<file path="src/pkg/homing_consts.vh">
/* Constants for the home switch homing sequencer: register offsets,
   reset values, interrupt bit positions, method range and AXI response codes. Definitions only. */
`ifndef HOMING_CONSTS_VH
`define HOMING_CONSTS_VH
// Register byte offsets
`define REG_CTRL 6'h00
`define REG_METHOD 6'h04
`define REG_FAST 6'h08
`define REG_SLOW 6'h0c
`define REG_OFFSET 6'h10
`define REG_STATUS 6'h14
`define REG_POS 6'h18
`define REG_IRQ_STAT 6'h1c
`define REG_IRQ_MASK 6'h20
// Reset values
`define METHOD_RST 8'h00
`define FAST_RST 16'h0064
`define SLOW_RST 16'h000a
// Interrupt bit positions
`define IRQ_DONE 0
`define IRQ_BADM 1
// Method range handled here
`define METHOD_LO 8'h04
`define METHOD_HI 8'h0e
// AXI responses
`define RESP_OKAY 2'b00
`define RESP_SLVERR 2'b10
`endif

</file>
<file path="src/rtl/home_switch_homing_sequencer.v">
/*
  Homing sequencer for home-switch methods 4 to 14 with an AXI4-Lite
  register slave. Assumes one clock MCLK, synchronous RST_N, a position
  count from same-clock logic, and home switch and index from pins.
*/
// Added by the designer: the address map and register access over AXI4-Lite.
// Functional notes
// (RULE1) Methods 4,8: rise forward slows, continue forward
// (RULE2) Methods 5,11: fall forward slows, continue forward
// (RULE3) Methods 6,12: rise reverse slows, continue reverse
// (RULE4) Method 7: fall reverse slows, continue reverse
// (RULE5) Method 9: start forward, rise reverse slows
// (RULE6) Method 10: start forward, fall forward slows
// (RULE7) Method 13: start reverse, rise forward slows
// (RULE8) Method 14: start reverse, fall reverse slows
// (RULE9) After slowing, first index latches home position
// (RULE10) Host selects method, signed -2 to 35
// (RULE11) Fast phase fast speed, slow phase slow
// (RULE12) Ignore new triggers while homing runs
// (RULE13) On completion: done output, position gets offset
// (RULE14) Sample switch at start; synced edges, direction-qualified
// (RULE15) Wrong-direction start reverses at first switch transition
`timescale 1ns/1ps
`include "homing_consts.vh"
module home_switch_homing_sequencer (
  // Clock and reset
  input wire MCLK,
  input wire RST_N,
  // AXI4-Lite write channels
  input wire [5:0] S_AXI_AWADDR,
  input wire S_AXI_AWVALID,
  output wire S_AXI_AWREADY,
  input wire [31:0] S_AXI_WDATA,
  input wire [3:0] S_AXI_WSTRB,
  input wire S_AXI_WVALID,
  output wire S_AXI_WREADY,
  output reg [1:0] S_AXI_BRESP,
  output reg S_AXI_BVALID,
  input wire S_AXI_BREADY,
  // AXI4-Lite read channels
  input wire [5:0] S_AXI_ARADDR,
  input wire S_AXI_ARVALID,
  output wire S_AXI_ARREADY,
  output reg [31:0] S_AXI_RDATA,
  output reg [1:0] S_AXI_RRESP,
  output reg S_AXI_RVALID,
  input wire S_AXI_RREADY,
  // Sensors
  input wire HOME_SWITCH_INPUT,
  input wire ENC_INDEX,
  input wire [31:0] ENC_POS,
  // Motion command and results
  output reg MOTOR_RUN,
  output reg MOTOR_FWD,
  output reg [15:0] SPEED_CMD,
  output reg HOMING_DONE_OUTPUT,
  output reg [31:0] HOME_POS,
  output reg [31:0] ABSOLUTE_POSITION_VALUE,
  output wire IRQ
);
  // States
  localparam ST_IDLE = 2'h0;
  localparam ST_FAST = 2'h1;
  localparam ST_SLOW = 2'h2;

  reg [1:0] state; // Sequencer state
  reg [7:0] homing_method_select; // Signed method code
  reg [15:0] homing_fast_speed; // rpm
  reg [15:0] homing_slow_speed; // rpm
  reg [31:0] home_offset_distance; // Loaded into position at done
  reg [1:0] irq_stat; // Sticky events
  reg [1:0] irq_mask; // Enables onto IRQ
  reg homed; // Position tracks encoder once homed

  // Synchronisers: first stage read only by second
  reg sw_s1, sw_s2, sw_d;
  reg ix_s1, ix_s2, ix_d;
  always @(posedge MCLK) begin
    if (!RST_N) begin
      sw_s1 <= 1'b0;
      sw_s2 <= 1'b0;
      sw_d <= 1'b0;
      ix_s1 <= 1'b0;
      ix_s2 <= 1'b0;
      ix_d <= 1'b0;
    end else begin
      sw_s1 <= HOME_SWITCH_INPUT;
      sw_s2 <= sw_s1;
      sw_d <= sw_s2;
      ix_s1 <= ENC_INDEX;
      ix_s2 <= ix_s1;
      ix_d <= ix_s2;
    end
  end
  wire sw_rise = sw_s2 & ~sw_d; // Inactive to active
  wire sw_fall = ~sw_s2 & sw_d; // Active to inactive
  wire ix_rise = ix_s2 & ~ix_d;

  // Method table: fixed start, start dir when switch inactive,
  // qualifying edge direction, edge is a rise
  reg m_ok, m_fixed, m_dir, m_edir, m_rise;
  always @* begin
    m_ok = 1'b1;
    m_fixed = 1'b0;
    m_dir = 1'b1;
    m_edir = 1'b1;
    m_rise = 1'b1;
    case (homing_method_select)
      8'h04, 8'h08: begin // see RULE1
        m_dir = 1'b1;
        m_edir = 1'b1;
        m_rise = 1'b1;
      end
      8'h05, 8'h0b: begin // see RULE2
        m_dir = 1'b0;
        m_edir = 1'b1;
        m_rise = 1'b0;
      end
      8'h06, 8'h0c: begin // see RULE3
        m_dir = 1'b0;
        m_edir = 1'b0;
        m_rise = 1'b1;
      end
      8'h07: begin // see RULE4
        m_dir = 1'b1;
        m_edir = 1'b0;
        m_rise = 1'b0;
      end
      8'h09: begin // see RULE5
        m_fixed = 1'b1;
        m_dir = 1'b1;
        m_edir = 1'b0;
        m_rise = 1'b1;
      end
      8'h0a: begin // see RULE6
        m_fixed = 1'b1;
        m_dir = 1'b1;
        m_edir = 1'b1;
        m_rise = 1'b0;
      end
      8'h0d: begin // see RULE7
        m_fixed = 1'b1;
        m_dir = 1'b0;
        m_edir = 1'b1;
        m_rise = 1'b1;
      end
      8'h0e: begin // see RULE8
        m_fixed = 1'b1;
        m_dir = 1'b0;
        m_edir = 1'b0;
        m_rise = 1'b0;
      end
      default: begin // Other codes are outside this block
        m_ok = 1'b0;
      end
    endcase
  end

  // AXI write path: address and data may arrive in either order
  reg aw_held, w_held;
  reg [5:0] aw_addr;
  reg [31:0] w_data;
  reg [3:0] w_strb;
  assign S_AXI_AWREADY = ~aw_held & ~S_AXI_BVALID;
  assign S_AXI_WREADY = ~w_held & ~S_AXI_BVALID;
  wire do_wr = aw_held & w_held & ~S_AXI_BVALID;
  wire [5:0] wa = {aw_addr[5:2], 2'b00}; // Word-aligned byte offset, low bits ignored
  wire wr_ok = (wa <= `REG_IRQ_MASK) && (wa != `REG_STATUS) && (wa != `REG_POS);
  wire start_wr = do_wr & (wa == `REG_CTRL) & w_strb[0] & w_data[0];
  always @(posedge MCLK) begin
    if (!RST_N) begin
      aw_held <= 1'b0;
      w_held <= 1'b0;
      aw_addr <= 6'h00;
      w_data <= 32'h0000_0000;
      w_strb <= 4'h0;
      S_AXI_BVALID <= 1'b0;
      S_AXI_BRESP <= `RESP_OKAY;
    end else begin
      if (S_AXI_AWVALID & S_AXI_AWREADY) begin
        aw_held <= 1'b1;
        aw_addr <= S_AXI_AWADDR;
      end
      if (S_AXI_WVALID & S_AXI_WREADY) begin
        w_held <= 1'b1;
        w_data <= S_AXI_WDATA;
        w_strb <= S_AXI_WSTRB;
      end
      if (do_wr) begin
        aw_held <= 1'b0;
        w_held <= 1'b0;
        S_AXI_BVALID <= 1'b1;
        S_AXI_BRESP <= wr_ok ? `RESP_OKAY : `RESP_SLVERR;
      end else if (S_AXI_BREADY) begin
        S_AXI_BVALID <= 1'b0;
      end
    end
  end

  // Configuration registers; method is loaded by the host only
  always @(posedge MCLK) begin
    if (!RST_N) begin
      homing_method_select <= `METHOD_RST;
      homing_fast_speed <= `FAST_RST;
      homing_slow_speed <= `SLOW_RST;
      home_offset_distance <= 32'h0000_0000;
      irq_mask <= 2'b00;
    end else if (do_wr) begin
      if (wa == `REG_METHOD && w_strb[0])
        homing_method_select <= w_data[7:0]; // see RULE10
      if (wa == `REG_FAST && w_strb[0])
        homing_fast_speed[7:0] <= w_data[7:0];
      if (wa == `REG_FAST && w_strb[1])
        homing_fast_speed[15:8] <= w_data[15:8];
      if (wa == `REG_SLOW && w_strb[0])
        homing_slow_speed[7:0] <= w_data[7:0];
      if (wa == `REG_SLOW && w_strb[1])
        homing_slow_speed[15:8] <= w_data[15:8];
      if (wa == `REG_OFFSET)
        home_offset_distance <= w_data;
      if (wa == `REG_IRQ_MASK && w_strb[0])
        irq_mask <= w_data[1:0];
    end
  end

  // Sequencer
  wire start_ok = start_wr & (state == ST_IDLE) & m_ok; // see RULE12
  wire start_bad = start_wr & (state == ST_IDLE) & ~m_ok;
  wire edge_hit = (MOTOR_FWD == m_edir) & (m_rise ? sw_rise : sw_fall); // see RULE14
  wire any_edge = sw_rise | sw_fall;
  wire done_now = (state == ST_SLOW) & ix_rise;
  always @(posedge MCLK) begin
    if (!RST_N) begin
      state <= ST_IDLE;
      MOTOR_RUN <= 1'b0;
      MOTOR_FWD <= 1'b1;
      SPEED_CMD <= 16'h0000;
      HOMING_DONE_OUTPUT <= 1'b0;
      HOME_POS <= 32'h0000_0000;
    end else begin
      case (state)
        ST_IDLE: begin
          if (start_ok) begin
            state <= ST_FAST;
            MOTOR_RUN <= 1'b1;
            // Switch level taken once, here only; see RULE14
            MOTOR_FWD <= m_fixed ? m_dir : (m_dir ^ sw_s2);
            SPEED_CMD <= homing_fast_speed; // see RULE11
            HOMING_DONE_OUTPUT <= 1'b0;
          end
        end
        ST_FAST: begin
          if (edge_hit) begin
            state <= ST_SLOW;
            SPEED_CMD <= homing_slow_speed; // see RULE11
          end else if ((MOTOR_FWD != m_edir) && any_edge) begin
            MOTOR_FWD <= ~MOTOR_FWD; // see RULE15
          end
        end
        ST_SLOW: begin
          // Direction held; first index is home; see RULE9
          if (ix_rise) begin
            state <= ST_IDLE;
            MOTOR_RUN <= 1'b0;
            SPEED_CMD <= 16'h0000;
            HOME_POS <= ENC_POS;
            HOMING_DONE_OUTPUT <= 1'b1; // see RULE13
          end
        end
        default: begin
          state <= ST_IDLE;
          MOTOR_RUN <= 1'b0;
        end
      endcase
    end
  end

  // Absolute position: equals offset at home, then follows the encoder
  always @(posedge MCLK) begin
    if (!RST_N) begin
      homed <= 1'b0;
      ABSOLUTE_POSITION_VALUE <= 32'h0000_0000;
    end else if (done_now) begin
      homed <= 1'b1;
      ABSOLUTE_POSITION_VALUE <= home_offset_distance; // see RULE13
    end else if (homed) begin
      ABSOLUTE_POSITION_VALUE <= ENC_POS - HOME_POS + home_offset_distance;
    end
  end

  // Sticky events; a set in the clearing cycle wins
  wire [1:0] ev = {start_bad, done_now};
  wire [1:0] clr = (do_wr && wa == `REG_IRQ_STAT && w_strb[0]) ? w_data[1:0] : 2'b00;
  genvar i;
  generate
    for (i = 0; i < 2; i = i + 1) begin : g_irq
      always @(posedge MCLK) begin
        if (!RST_N)
          irq_stat[i] <= 1'b0;
        else
          irq_stat[i] <= ev[i] | (irq_stat[i] & ~clr[i]);
      end
    end
  endgenerate
  assign IRQ = |(irq_stat & irq_mask);

  // AXI read path: answer one cycle after the address is taken
  assign S_AXI_ARREADY = ~S_AXI_RVALID;
  wire [5:0] ra = {S_AXI_ARADDR[5:2], 2'b00};
  reg [31:0] rd;
  reg rd_ok;
  always @* begin
    rd = 32'h0000_0000;
    rd_ok = 1'b1;
    case (ra)
      `REG_CTRL: rd = 32'h0000_0000;
      `REG_METHOD: rd = {{24{homing_method_select[7]}}, homing_method_select};
      `REG_FAST: rd = {16'h0000, homing_fast_speed};
      `REG_SLOW: rd = {16'h0000, homing_slow_speed};
      `REG_OFFSET: rd = home_offset_distance;
      `REG_STATUS: rd = {26'h0, homed, HOMING_DONE_OUTPUT, MOTOR_FWD, MOTOR_RUN, state};
      `REG_POS: rd = ABSOLUTE_POSITION_VALUE;
      `REG_IRQ_STAT: rd = {30'h0, irq_stat};
      `REG_IRQ_MASK: rd = {30'h0, irq_mask};
      default: rd_ok = 1'b0;
    endcase
  end
  always @(posedge MCLK) begin
    if (!RST_N) begin
      S_AXI_RVALID <= 1'b0;
      S_AXI_RDATA <= 32'h0000_0000;
      S_AXI_RRESP <= `RESP_OKAY;
    end else if (S_AXI_ARVALID & S_AXI_ARREADY) begin
      S_AXI_RVALID <= 1'b1;
      S_AXI_RDATA <= rd;
      S_AXI_RRESP <= rd_ok ? `RESP_OKAY : `RESP_SLVERR;
    end else if (S_AXI_RREADY) begin
      S_AXI_RVALID <= 1'b0;
    end
  end
endmodule // home_switch_homing_sequencer

</file>
<file path="config.mk">
export PLATFORM = sky130hd
export DESIGN_NAME = home_switch_homing_sequencer
export DESIGN_NICKNAME = d
export VERILOG_FILES = /design/src/rtl/home_switch_homing_sequencer.v
export VERILOG_INCLUDE_DIRS = /design/src /design/src/pkg
export SDC_FILE = /design/constraint.sdc
export NUM_CORES = 1
export LEC_CHECK = 0
export BUFFER_PORTS_ARGS = -buffer_cell sky130_fd_sc_hd__buf_2
export CAP_MARGIN = 20
export CORE_MARGIN = 2
export CORE_UTILIZATION = 55
export CTS_BUF_LIST = sky130_fd_sc_hd__clkbuf_8
export CTS_CLUSTER_SIZE = 20
export DETAILED_ROUTE_END_ITERATION = 10
export PLACE_DENSITY = 0.75
export SLEW_MARGIN = 15
export SYNTH_ARGS = -nofsm -noshare
export SYNTH_HDL_FRONTEND = slang
export SYNTH_SLANG_ARGS = --single-unit
</file>
<file path="constraint.sdc">
create_clock -name MCLK -period 3.9 [get_ports MCLK]
set_input_delay 0.195 -clock MCLK [delete_from_list [all_inputs] [get_ports MCLK]]
set_output_delay 0.195 -clock MCLK [all_outputs]
set_load 0.05 [all_outputs]
</file>
==> results.toml <==
[placement]
dp.cells = 2086
gp_congestion = 0.931
hpwlAfterDp_um = 27800
portBuffers = 205
place_area_um2 = 14300

[floorplanning]
num_rows = 56
pin_count = 214
die_w_um = 158
start_util = 0.560
die_h_um = 158
die_area_um2 = 25100
fp.coreArea_um2 = 23400

[grt]
first_global_vias = 12000
grt_pass1_wl_um = 62400
antenna_found_initial = 0
gr-total-overflow = 0
grt_max_degree = 133
grt_usage = 0.316

[synthesis]
synth-compound-area-share = 0.222
synth_top_family_by_area = "compound AO/OA/AOI/OAI gates"
ys_ff_latch = 244
yosysWarnings = 0
synth_xor_area_frac = 0.0180
synth-adder-area-share = 0.0827
seq_area_frac_synth = 0.373
synth_cells = 1651
synthMuxAreaShare = 0.0445
synthesis.area_um2 = 13100
synth_async_sr_flop_share = 0
yosys.area_share.simple = 0.183
synth_cell_types = 75
synth-edff-count = 0
synth.avg_cell_area_um2 = 7.94
synth-main-ff-cell = "dfxtp_1"

[cells_and_area]
final_common_cell = "nand2_1"
drive_above_1_share = 0.175
fillers = 1996
multi_input_area_um2 = 7240
areaGrowthSynthToFinish_pct = 21.5
design_area_um2 = 15900
diodes = 0
finish.utilization = 0.680
layout.area.seq_um2 = 4890
layout_common_cells = "nand2_1, dfxtp_1, a21oi_1, buf_2, inv_1"
final_cells = 2233
fin_nets = 2043

[setup_path]
cp.required_ns = 4.34
setup.worst_path.start_class = "input port"
reg2reg_from = "home_offset_distance[1]$_SDFFE_PN0P_"
cp-endpoint = "ABSOLUTE_POSITION_VALUE[30]$_SDFFE_PN0P_"
worstPathArrival_ns = 3.84
critical_path_class = "in -> reg"
crit_start = "ENC_POS[1]"
r2r-end = "ABSOLUTE_POSITION_VALUE[30]$_SDFFE_PN0P_"
cp_max_fo = 4
crit_path_end_kind = "flip-flop"
worst_r2r_path_depth = 11
rrSetupSlack_ns = 0.51

[timing]
min_period_over_period = 0.873
max_freq_ghz = 0.294
worstMarginPinSlew_ns = 1.18
slew_viol_final = 0
skew_ns = 0.0153
rsz0062_at_grt = "false"
setup_viol = 0
max_slew_margin = 0.213
finalHoldViolCount = 0
finalSetupTns_ns = 0
min_period_ns = 3.40

[power_and_ir_drop]
p_leak_nw = 6.76
ir_drop_v = 0.000310
power_density_nw_per_um2 = 377

[clock_network]
htree_levels = 2
clock_path_buffers = 3
cts_tree = "done"
clkSinkCount = 244
cts-root-buf = "clkbuf_8"
clock_latency_ns = 0.55
cts_resized = 0
clkSlewWorstSetupHoldPaths_ns = 0.06
cts_buffers = 41

[drt]
drt-vias-per-instance = 5.70
routedWlPerCell_um = 17.9
ant_nets = 0
routed_wl_um = 39900
drt_first_pass_iters = 7
drc = 0
dr.first_iter.drc_count = 928
via_count = 12700

[hold_path]
hold_path_class = "in -> reg"

[status]
status = "completed"

[job]
maxCapViolCount = 0
-- layer usage --
metal  vias to the layer above  global-route usage  wire length [µm]
li1                       6138                   -                 -
met1                      5985               0.398             16500
met2                       498               0.540             19100
met3                       106              0.0536              2690
met4                         0               0.124              1550
met5                         -                   0                 0
-- Yosys cell counts, drive strengths merged (7+ instances only) --
master | instances | area share
and2 | 7 | 0.0033
nor2b | 19 | 0.0091
nand2 | 272 | 0.078
o22ai | 8 | 0.0038
clkbuf | 99 | 0.028
a31oi | 33 | 0.016
nand2b | 9 | 0.0043
nor2 | 110 | 0.032
xnor2 | 14 | 0.0094
nor3b | 13 | 0.0078
a311oi | 17 | 0.018
a22oi | 41 | 0.023
o21ai | 44 | 0.017
ha | 37 | 0.035
a21o | 16 | 0.0092
fa | 31 | 0.047
inv | 141 | 0.040
a21oi | 238 | 0.091
o21bai | 8 | 0.0046
or2 | 7 | 0.0033
mux2i | 56 | 0.043
buf | 17 | 0.0077
nand4 | 13 | 0.0062
dfxtp | 244 | 0.37
nand3b | 8 | 0.0055
xor2 | 13 | 0.0087
nor3 | 24 | 0.0092
a211oi | 18 | 0.010
nand3 | 22 | 0.0084
-- kinds of logic after synthesis --
group,count (synthesis)
buffers and inverters,258
adders and majority gates,68
other,1
xor gates and xnor gates,27
DFF,244
AOI/OAI and AO/OA,467
and+or+nand+nor,529
muxes,57
-- through the flow --
step                total power, mW  hold WS, ns  setup WS [ns]
finish                         6.00        0.156          0.496
CTS                            6.00        0.129          0.559
global route                   6.24        0.178          0.350
detailed placement             3.57        0.390          0.572
floorplan                      3.34        0.294          0.799
global placement               3.56        0.385          0.605
-- power by group --
group	internal [mW]	total [mW]	leakage, nW	switching [mW]
clock network	1.34	2.41	0.475	1.07
logic	0.350	0.974	4.31	0.625
registers	2.56	2.62	1.97	0.0631
total	4.25	6.00	6.76	1.76
-- timing repair --
action / CTS / global route
hold buffers: 75 / 0
endpoints found under the hold margin: 74 / 0
endpoints found under the setup margin: 0 / 0
setup buffers: 0 / 0
-- worst max-delay path, stage by stage --
cell	delay (ns)
dlygate4sd3_1	0.52
buf_2	0.12
inv_1	0.06
fa_1	0.53
inv_1	0.07
fa_1	0.49
a211oi_1	0.34
o21ai_0	0.32
nand3b_1	0.18
o211ai_1	0.14
o21ai_1	0.39
a2111oi_0	0.19
a211o_1	0.30
-- sequential cells by signal, indices dropped and copies added (netlist names), 16 cells and up --
signal and count:
ABSOLUTE_POSITION_VALUE 32, HOME_POS 32, SPEED_CMD 16, S_AXI_RDATA 32, homing_slow_speed 16, homing_fast_speed 16
home_offset_distance 32, w_data 32
-- how the worst min path moves through the flow --
stage                      start                                 to  cells after the start
finish                     RST_N  homing_fast_speed[5]$_SDFFE_PN1P_                      2
detailed placement  S_AXI_RREADY          S_AXI_RVALID$_SDFFE_PN0P_                      2
global placement    S_AXI_RREADY          S_AXI_RVALID$_SDFFE_PN0P_                      2
floorplan           S_AXI_RREADY          S_AXI_RVALID$_SDFFE_PN0P_                      1
global route               RST_N  homing_fast_speed[5]$_SDFFE_PN1P_                      2
CTS                        RST_N  homing_fast_speed[6]$_SDFFE_PN1P_                      2
-- cell type report --
cell class,count,share of cell area
clock buffer,56,0.0484
clock inverter,15,0.00598
inverter,142,0.0338
multi-input combinational,1150,0.455
sequential,244,0.307
tap,319,0.0251
timing repair buffer,307,0.125
Power figures use the tool's default switching activity.
